File: src/hw/ccrb_pkg.sv
// Overview of operation
// four separate control registers of 8, 8, 9 and 6 bits; each word updates exactly one.
// word bits 10:9 select left, right, mode or format register.
// host writes zero into bits 15:11 of every word.
// host zeroes mode bit 6, format bits 8:6 and format bit 0.
// apply bit 0 stores attenuation but keeps previously applied level.
// apply bit 1 on either channel applies both stored levels together.
// level 00h mutes, ffh is 0 dB default, scale value over 256.
// left level sits at bits 7:0 of register zero, msb at 7.
// shared level select uses left level for both channels.
// adc sleep zeroes adc data, leaves dac and registers alone.
// highpass skip 0 keeps filter, 1 bypasses it.
// zero run detect mutes output after 65536 zero bit clocks.
// output disable bit 3, emphasis bits 2:1, soft silence bit 0.
// loopback bit 5, format select bits 4:2, frame polarity bit 1.
// host shifts word msb first, raises latch after last rising clock.
// output disable forces bipolar zero, keeps registers, restores on clear.
// emphasis 00 off, 01 48 kHz, 10 44.1 kHz, 11 32 kHz.
// soft silence mutes both channels inside digital filter.
// reset loads levels ffh and clears every other control bit.
`default_nettype none
package ccrb_pkg;
  localparam int         WORD_W        = 16;
  localparam int         ADDR_HI       = 10;
  localparam int         ADDR_LO       = 9;
  localparam int         APPLY_BIT     = 8;
  localparam int         LEVEL_HI      = 7;
  localparam int         LEVEL_LO      = 0;
  localparam logic [1:0] SEL_LEFT      = 2'h0;
  localparam logic [1:0] SEL_RIGHT     = 2'h1;
  localparam logic [1:0] SEL_MODE      = 2'h2;
  localparam logic [1:0] SEL_FORMAT    = 2'h3;
  localparam int         MODE_SLEEP    = 8;
  localparam int         MODE_HPSKIP   = 7;
  localparam int         MODE_SHARED   = 5;
  localparam int         MODE_ZDET     = 4;
  localparam int         MODE_OUTDIS   = 3;
  localparam int         MODE_EMPH_HI  = 2;
  localparam int         MODE_EMPH_LO  = 1;
  localparam int         MODE_SILENCE  = 0;
  localparam int         FMT_LOOP      = 5;
  localparam int         FMT_SEL_HI    = 4;
  localparam int         FMT_SEL_LO    = 2;
  localparam int         FMT_POL       = 1;
  localparam logic [7:0] LEVEL_RESET   = 8'hff;
  localparam logic [7:0] LEVEL_MUTE    = 8'h00;
  localparam logic [8:0] MODE_RESET    = 9'h000;
  localparam logic [5:0] FORMAT_RESET  = 6'h00;
  localparam logic [1:0] EMPH_OFF      = 2'h0;
  localparam logic [1:0] EMPH_48K      = 2'h1;
  localparam logic [1:0] EMPH_44K1     = 2'h2;
  localparam logic [1:0] EMPH_32K      = 2'h3;
  localparam int         ZERO_RUN      = 65536;
  localparam int         ZCNT_W        = 17;
  localparam logic [4:0] SHIFT_CNT_MAX = 5'h10;
endpackage
`default_nettype wire

File: src/hw/ccrb_word_if.sv
`timescale 1ns/1ps
`default_nettype none
// carries one assembled control word from the shifter to the bank
interface ccrb_word_if;
  logic        valid;
  logic [15:0] word;
  modport src (output valid, output word);
  modport dst (input valid, input word);
endinterface
`default_nettype wire

File: src/hw/ccrb_shifter.sv
`timescale 1ns/1ps
`default_nettype none
module ccrb_shifter (
  // clock and reset
  input  wire logic sys_clk_i,
  input  wire logic reset_n_i,
  // synchronised serial pins
  input  wire logic sclk_s_i,
  input  wire logic sdat_s_i,
  input  wire logic latch_s_i,
  // assembled word
  ccrb_word_if.src  out
);
  logic [15:0] shift_q, shift_d;
  logic        sclk_q, sclk_d;
  logic        latch_q, latch_d;
  logic        valid_q, valid_d;
  logic [15:0] word_q, word_d;

  always_comb begin
    shift_d = shift_q;
    sclk_d  = sclk_s_i;
    latch_d = latch_s_i;
    valid_d = 1'b0;
    word_d  = word_q;
    // msb first, bit taken on each rising shift clock R15
    if (sclk_s_i && !sclk_q) begin
      shift_d = {shift_q[14:0], sdat_s_i};
    end
    // rising latch hands over the last sixteen bits R15
    if (latch_s_i && !latch_q) begin
      valid_d = 1'b1;
      word_d  = shift_q;
    end
  end

  always_ff @(posedge sys_clk_i) begin
    if (!reset_n_i) begin
      shift_q <= 16'h0000;
      sclk_q  <= 1'b0;
      latch_q <= 1'b1;
      valid_q <= 1'b0;
      word_q  <= 16'h0000;
    end else begin
      shift_q <= shift_d;
      sclk_q  <= sclk_d;
      latch_q <= latch_d;
      valid_q <= valid_d;
      word_q  <= word_d;
    end
  end

  assign out.valid = valid_q;
  assign out.word  = word_q;
endmodule
`default_nettype wire

File: src/hw/ccrb_top.sv
`timescale 1ns/1ps
`default_nettype none
module ccrb_top (
  // clock and reset
  input  wire logic       sys_clk_i,
  input  wire logic       reset_n_i,
  // serial control pins
  input  wire logic       control_shift_clock_i,
  input  wire logic       control_serial_in_i,
  input  wire logic       control_word_latch_i,
  // zero detection input
  input  wire logic       bit_clock_in_i,
  input  wire logic       dac_input_zero_i,
  // applied dac levels and dac controls
  output logic [7:0]      left_level_o,
  output logic [7:0]      right_level_o,
  output logic            dac_bipolar_zero_o,
  output logic            dac_amp_disconnect_o,
  output logic            soft_silence_o,
  output logic [1:0]      emphasis_curve_select_o,
  output logic            emph_48k_o,
  output logic            emph_44k1_o,
  output logic            emph_32k_o,
  // adc controls
  output logic            adc_sleep_o,
  output logic            adc_data_force_zero_o,
  output logic            highpass_skip_o,
  output logic            highpass_active_o,
  // format controls
  output logic            adc_to_dac_loop_o,
  output logic [2:0]      serial_format_select_o,
  output logic            frame_clock_polarity_o
);
  // ==========================================================
  // pin synchronisers
  // ==========================================================
  logic [4:0] sync1_q, sync2_q;
  logic [4:0] sync_in;
  assign sync_in = {control_shift_clock_i, control_serial_in_i, control_word_latch_i,
                    bit_clock_in_i, dac_input_zero_i};

  always_ff @(posedge sys_clk_i) begin
    if (!reset_n_i) begin
      sync1_q <= 5'h04;
      sync2_q <= 5'h04;
    end else begin
      sync1_q <= sync_in;
      sync2_q <= sync1_q;
    end
  end

  // ==========================================================
  // serial word assembly
  // ==========================================================
  ccrb_word_if wbus ();

  ccrb_shifter u_shifter (
    .sys_clk_i (sys_clk_i),
    .reset_n_i (reset_n_i),
    .sclk_s_i  (sync2_q[4]),
    .sdat_s_i  (sync2_q[3]),
    .latch_s_i (sync2_q[2]),
    .out       (wbus)
  );

  // ==========================================================
  // register bank
  // ==========================================================
  logic [7:0] left_store_q, left_store_d;
  logic [7:0] right_store_q, right_store_d;
  logic [7:0] left_applied_q, left_applied_d;
  logic [7:0] right_applied_q, right_applied_d;
  logic [8:0] mode_q, mode_d;
  logic [5:0] format_q, format_d;
  logic [1:0] sel;
  logic       apply;

  assign sel   = wbus.word[ccrb_pkg::ADDR_HI:ccrb_pkg::ADDR_LO];
  assign apply = wbus.word[ccrb_pkg::APPLY_BIT];

  always_comb begin
    left_store_d    = left_store_q;
    right_store_d   = right_store_q;
    left_applied_d  = left_applied_q;
    right_applied_d = right_applied_q;
    mode_d          = mode_q;
    format_d        = format_q;
    // reserved bits 15:11 are not checked; host keeps them zero R3
    if (wbus.valid) begin
      // one word touches exactly one register R1
      if (sel == ccrb_pkg::SEL_LEFT) begin
        left_store_d = wbus.word[ccrb_pkg::LEVEL_HI:ccrb_pkg::LEVEL_LO];
      end else if (sel == ccrb_pkg::SEL_RIGHT) begin
        right_store_d = wbus.word[ccrb_pkg::LEVEL_HI:ccrb_pkg::LEVEL_LO];
      end else if (sel == ccrb_pkg::SEL_MODE) begin
        // bit 6 stored as written; host zeroes it R4
        mode_d = wbus.word[8:0];
      end else begin
        // bit 0 stored as written, bits 8:6 not stored R4
        format_d = wbus.word[5:0];
      end
      // apply both stored levels together, new word included R5 R6
      if (apply && (sel == ccrb_pkg::SEL_LEFT || sel == ccrb_pkg::SEL_RIGHT)) begin
        left_applied_d  = (sel == ccrb_pkg::SEL_LEFT) ? left_store_d : left_store_q;
        right_applied_d = (sel == ccrb_pkg::SEL_RIGHT) ? right_store_d : right_store_q;
      end
    end
  end

  always_ff @(posedge sys_clk_i) begin
    if (!reset_n_i) begin

      left_store_q    <= ccrb_pkg::LEVEL_RESET;
      right_store_q   <= ccrb_pkg::LEVEL_RESET;
      left_applied_q  <= ccrb_pkg::LEVEL_RESET;
      right_applied_q <= ccrb_pkg::LEVEL_RESET;
      mode_q          <= ccrb_pkg::MODE_RESET;
      format_q        <= ccrb_pkg::FORMAT_RESET;
    end else begin
      left_store_q    <= left_store_d;
      right_store_q   <= right_store_d;
      left_applied_q  <= left_applied_d;
      right_applied_q <= right_applied_d;
      mode_q          <= mode_d;
      format_q        <= format_d;
    end
  end

  // ==========================================================
  // zero run detection on bit clock edges
  // ==========================================================
  logic [16:0] zcnt_q, zcnt_d;
  logic        bck_q, bck_d;
  logic        zmute_q, zmute_d;

  always_comb begin
    bck_d   = sync2_q[1];
    zcnt_d  = zcnt_q;
    zmute_d = zmute_q;
    if (!mode_q[ccrb_pkg::MODE_ZDET] || !sync2_q[0]) begin
      zcnt_d  = 17'h00000;
      zmute_d = 1'b0;
    end else if (sync2_q[1] && !bck_q) begin
      // count holds at ZERO_RUN - 1; the next edge sets the mute R12
      if (zcnt_q == 17'(ccrb_pkg::ZERO_RUN - 1)) begin
        zmute_d = 1'b1;
      end else begin
        zcnt_d = zcnt_q + 17'h00001;
      end
    end
  end

  always_ff @(posedge sys_clk_i) begin
    if (!reset_n_i) begin
      zcnt_q  <= 17'h00000;
      bck_q   <= 1'b0;
      zmute_q <= 1'b0;
    end else begin
      zcnt_q  <= zcnt_d;
      bck_q   <= bck_d;
      zmute_q <= zmute_d;
    end
  end

  // ==========================================================
  // control outputs
  // ==========================================================
  logic [7:0] left_out_q, left_out_d;
  logic [7:0] right_out_q, right_out_d;

  always_comb begin
    left_out_d  = left_applied_q;
    // shared mode ignores the right level R9
    right_out_d = mode_q[ccrb_pkg::MODE_SHARED] ? left_applied_q : right_applied_q;
    // silence attenuates both together in the filter R18
    if (mode_q[ccrb_pkg::MODE_SILENCE]) begin
      left_out_d  = ccrb_pkg::LEVEL_MUTE;
      right_out_d = ccrb_pkg::LEVEL_MUTE;
    end
  end

  always_ff @(posedge sys_clk_i) begin
    if (!reset_n_i) begin
      left_out_q  <= ccrb_pkg::LEVEL_RESET;
      right_out_q <= ccrb_pkg::LEVEL_RESET;
    end else begin
      left_out_q  <= left_out_d;
      right_out_q <= right_out_d;
    end
  end

  assign left_level_o  = left_out_q;
  assign right_level_o = right_out_q;
  // registers untouched, so clearing restores the old state R16 R13
  assign dac_bipolar_zero_o      = mode_q[ccrb_pkg::MODE_OUTDIS];
  assign dac_amp_disconnect_o    = zmute_q;
  assign soft_silence_o          = mode_q[ccrb_pkg::MODE_SILENCE];
  assign emphasis_curve_select_o = mode_q[ccrb_pkg::MODE_EMPH_HI:ccrb_pkg::MODE_EMPH_LO];

  assign emph_48k_o  = (emphasis_curve_select_o == ccrb_pkg::EMPH_48K);
  assign emph_44k1_o = (emphasis_curve_select_o == ccrb_pkg::EMPH_44K1);
  assign emph_32k_o  = (emphasis_curve_select_o == ccrb_pkg::EMPH_32K);

  assign adc_sleep_o           = mode_q[ccrb_pkg::MODE_SLEEP];
  assign adc_data_force_zero_o = mode_q[ccrb_pkg::MODE_SLEEP];

  assign highpass_skip_o   = mode_q[ccrb_pkg::MODE_HPSKIP];
  assign highpass_active_o = !mode_q[ccrb_pkg::MODE_HPSKIP];

  assign adc_to_dac_loop_o      = format_q[ccrb_pkg::FMT_LOOP];
  assign serial_format_select_o = format_q[ccrb_pkg::FMT_SEL_HI:ccrb_pkg::FMT_SEL_LO];
  assign frame_clock_polarity_o = format_q[ccrb_pkg::FMT_POL];
endmodule
`default_nettype wire

File: config.mk
export PLATFORM = sky130hd
export DESIGN_NAME = ccrb_top
export DESIGN_NICKNAME = d
export VERILOG_FILES = /design/src/hw/ccrb_pkg.sv /design/src/hw/ccrb_word_if.sv /design/src/hw/ccrb_shifter.sv /design/src/hw/ccrb_top.sv
export SDC_FILE = /design/constraint.sdc
export NUM_CORES = 1
export LEC_CHECK = 0
export BUFFER_PORTS_ARGS = -buffer_cell sky130_fd_sc_hd__buf_2
export CORE_MARGIN = 10
export CORE_UTILIZATION = 42
export CTS_BUF_LIST = sky130_fd_sc_hd__clkbuf_8
export DETAILED_ROUTE_END_ITERATION = 7
export GPL_ROUTABILITY_DRIVEN = 0
export GPL_TIMING_DRIVEN = 0
export SETUP_SLACK_MARGIN = 0.5
export SLEW_MARGIN = 20
export SYNTH_ARGS = -nofsm -noshare
export SYNTH_HDL_FRONTEND = slang
export SYNTH_SLANG_ARGS = --single-unit
File: constraint.sdc
create_clock -name sys_clk_i -period 3.9 [get_ports sys_clk_i]
set_clock_uncertainty 0.15 [all_clocks]
set_input_delay 0.78 -clock sys_clk_i [delete_from_list [all_inputs] [get_ports sys_clk_i]]
set_output_delay 0.78 -clock sys_clk_i [all_outputs]
set_load 0.03 [all_outputs]
==> flow_summary_export.csv <==
group,metric,value,unit
drt,routedWlPerCell,13.19,um
drt,first_pass_iters,4,
clock_network,holdBufCountCts,0,
logic_synthesis,synth-xor-area-share,0.01988,
final_layout,post-route-util,0.4995,
logic_synthesis,async_flop_share,0,
logic_synthesis,synth_top_family_by_area,"simple AND/OR/NAND/NOR gates",
placement,dp_hpwl,6.623,mm
sta,finalSetupTns,0,ns
sta,setup_viol,0,
logic_synthesis,ys.warnings.count,0,
clock_network,insertion_delay,0.42,ns
logic_synthesis,synth_nets,491,
logic_synthesis,synth_cells,479,
sta,finalHoldViolations,0,
clock_network,cts-htree-levels,4,
critical_path,worstPathRequired,4.12,ns
logic_synthesis,syn_area,4405,um2
logic_synthesis,synth_simple_gate_area_frac,0.2161,
logic_synthesis,synth-main-ff-cell,"dfxtp_1",
critical_path,critical_path_arrival,3.09,ns
logic_synthesis,synth-seq-cells,115,
sta,slew_headroom,0.4158,
logic_synthesis,synth_mux_area_frac,0.08179,
clock_network,cts.repair.resized,0,
drt,drt_iter0_markers,182,
sta,rsz0062_at_grt,"no",
grt,grt_usage,0.1275,
power,leakagePower,2.097,nW
final_layout,drive_gt1_frac,0.1457,
final_layout,nFillCells,1031,
critical_path,critPathMaxFanout,7,
logic_synthesis,yosysTopAreaCellShare,0.5226,
grt,grt_max_degree,17,
sta,drv_slew,0,
logic_synthesis,synth_top_cell_by_area,"dfxtp_1",
final_layout,nets,548,
grt,antenna_found_initial,1,
sta,fin_crit,2.872,ns
floorplan,die_h,122.4,um
clock_network,cts_buffers,17,
critical_path,startpoint_type,"register",
critical_path,cp_slowest_stage_delay,0.71,ns
clock_network,cts_tree,"built",
clock_network,cts_root_buffer,"clkbuf_8",
grt,grt_pass1_vias,3130,
sta,worstMarginPinSlew,0.8683,ns
logic_synthesis,avgSynthCellArea,9.197,um2
critical_path,reg2reg_setup_slack,1.03,ns
drt,via_per_inst,4.745,
power,peakVddDrop,207.3,uV
outcome,status,"finished, final reports clean",
clock_network,cts.sinks,115,
power,p_per_area,434.8,nW/um2
critical_path,crit_slowest_cell,"nor4_1",
logic_synthesis,synth_most_common_cell,"dfxtp_1",
grt,busiest_layer,"met2",
critical_path,critPathLaunch,"zcnt_q[0]",
floorplan,coreArea,10280,um2
logic_synthesis,synth.area.top_cells,"dfxtp_1 52%, nand2_1 8.7%, mux2i_1 8.2%",
critical_path,crit_path_frequent_cell,"ha_1",
floorplan,initial_utilization,0.4287,
floorplan,row_count,37,
floorplan,ioPinCount,40,
critical_path,crit_path_cell_trace,"ha_1, nand3_1, nor4b_1, ha_1, nand4b_1, nor4_1, or4b_1, nand2_1",
flow_run,drv_cap,0,
final_layout,num_antenna_cells,0,
drt,vias,3250,
sta,post-route-period-util,0.7364,
logic_synthesis,synth.distinct_cells,42,
drt,drc,0,
floorplan,dieArea,14990,um2
sta,fmax,0.3482,GHz
floorplan,die_width,122.4,um
critical_path,endpoint_kind,"register",
critical_path,ff2ff_path_depth,8,
clock_network,clk_pin_slew_worst_paths,0.08,ns
logic_synthesis,synth_compound_area_frac,0.1022,
grt,overflow,0,
critical_path,r2r_start,"zcnt_q[0]",
logic_synthesis,synthAdderAreaFrac,0.01420,
grt,use_met1,0.1554,
hold_path,hold_path.class,"register to register",
grt,grt_pass1_wl,15.37,mm
grt,met2_usage,0.2005,
critical_path,path_class,"register to register",
critical_path,r2r_end,"zcnt_q[15]",
clock_network,post_cts_buffers,0,
clock_network,cts_max_path_buffers,2,
logic_synthesis,synth_edf_count,0,
final_layout,area_growth,16.53,%
grt,use_met3,0.04408,
critical_path,endpoint,"zcnt_q[15]",
logic_synthesis,seq_area_frac_synth,0.5226,
logic_synthesis,ys_top_cells_by_count,"115 x dfxtp_1, 102 x nand2_1, 36 x mux2i_1",
drt,wl,9.033,mm
placement,io_buffers,38,
drt,ant_nets,0,
## routing by layer
| layer | wire length, um | part of all wire |
|---|---|---|
| met1 | 4330 | 0.48 |
| met2 | 4092 | 0.45 |
| met3 | 475 | 0.053 |
| met4 | 134 | 0.015 |
| met5 | 0 | 0 |
## critical path: cells and delay by family (launching register included)
family / cells / cell delay [ns]
flops: 1 / 0.35
fa+ha+maj: 2 / 0.46
simple gates: 6 / 1.88
## sequential cells by signal (all words and copies together) (netlist names), 5 cells and up
signal / count
format_q: 5
left_applied_q: 8
left_level_o: 8
left_store_q: 8
mode_q: 8
right_applied_q: 8
right_level_o: 8
right_store_q: 8
sync1_q: 5
sync2_q: 5
u_shifter.out.word: 11
u_shifter.shift_q: 11
zcnt_q: 17
## worst min-delay path by stage
stage / startpoint / to / slack, ns / cells after the start
after detailed placement: sync1_q[2] / sync2_q[2] / 0.24 / 1
after floorplan: sync1_q[2] / sync2_q[2] / 0.24 / 1
after global routing: sync1_q[2] / sync2_q[2] / 0.26 / 1
after global placement: sync1_q[2] / sync2_q[2] / 0.24 / 1
final: sync1_q[2] / sync2_q[2] / 0.26 / 1
after CTS: sync1_q[2] / sync2_q[2] / 0.26 / 1
## logic make-up (layout without fill, tap and decap cells)
group / count (synthesis) / after routing
AO/OA/AOI/OAI: 68 / 68
XOR/XNOR: 10 / 10
adder cells (fa/ha/maj): 5 / 5
buffers and inverters: 47 / 117
flip-flops: 115 / 115
multiplexers: 36 / 36
AND/OR/NAND/NOR: 198 / 198
## per-stage QoR
| stage | total power, mW | setup slack [ns] | area (um2) | cells | hold slack, ns |
|---|---|---|---|---|---|
| after detailed placement | 1.254 | 1.009 | 4766 | 653 | 0.2421 |
| after global routing | 2.318 | 0.7628 | 5134 | 685 | 0.2647 |
| after CTS | 2.263 | 0.9913 | 5134 | 685 | 0.2579 |
| final | 2.232 | 1.028 | 5134 | 685 | 0.2552 |
| after floorplan | 1.240 | 1.380 | 4405 | 479 | 0.2363 |
| after global placement | 1.253 | 1.096 | 4766 | 653 | 0.2401 |
## report_power, final
part	total, mW	internal, mW	switching (mW)
clock	1.01	0.506	0.500
combinational	0.0410	0.0157	0.0253
sequential	1.18	1.18	0.00327
total	2.23	1.70	0.528
## cells in the final DEF, fill, tap and decap left out, types with 3 or more instances in the layout
cell	instances
clkbuf_1	24
clkbuf_8	17
nand2_1	102
nand4_1	3
buf_4	3
dfxtp_1	115
nand3_1	21
inv_6	3
a21oi_1	6
xnor2_1	8
o211ai_1	17
clkinv_2	4
nor2b_1	17
clkinvlp_4	3
inv_1	16
nor2_1	15
clkinv_4	4
and2_1	12
nand2b_1	6
nor4_1	3
o21ai_0	19
nor3_1	3
buf_2	39
a21boi_0	22
mux2i_1	36
ha_1	5
## final cells by class
cell class              instances  area, um2  area share
multi-input cells             317       1913      0.3727
flip-flops and latches        115       2302      0.4485
inverters                      16      60.06     0.01170
repair buffers                 38      190.2     0.03705
well taps                     136      170.2     0.03315
clock inverters                15      133.9     0.02608
plain buffers                  31      130.1     0.02535
clock buffers                  17      234.0     0.04558
Note: power is estimated with default switching activity, not from simulation.
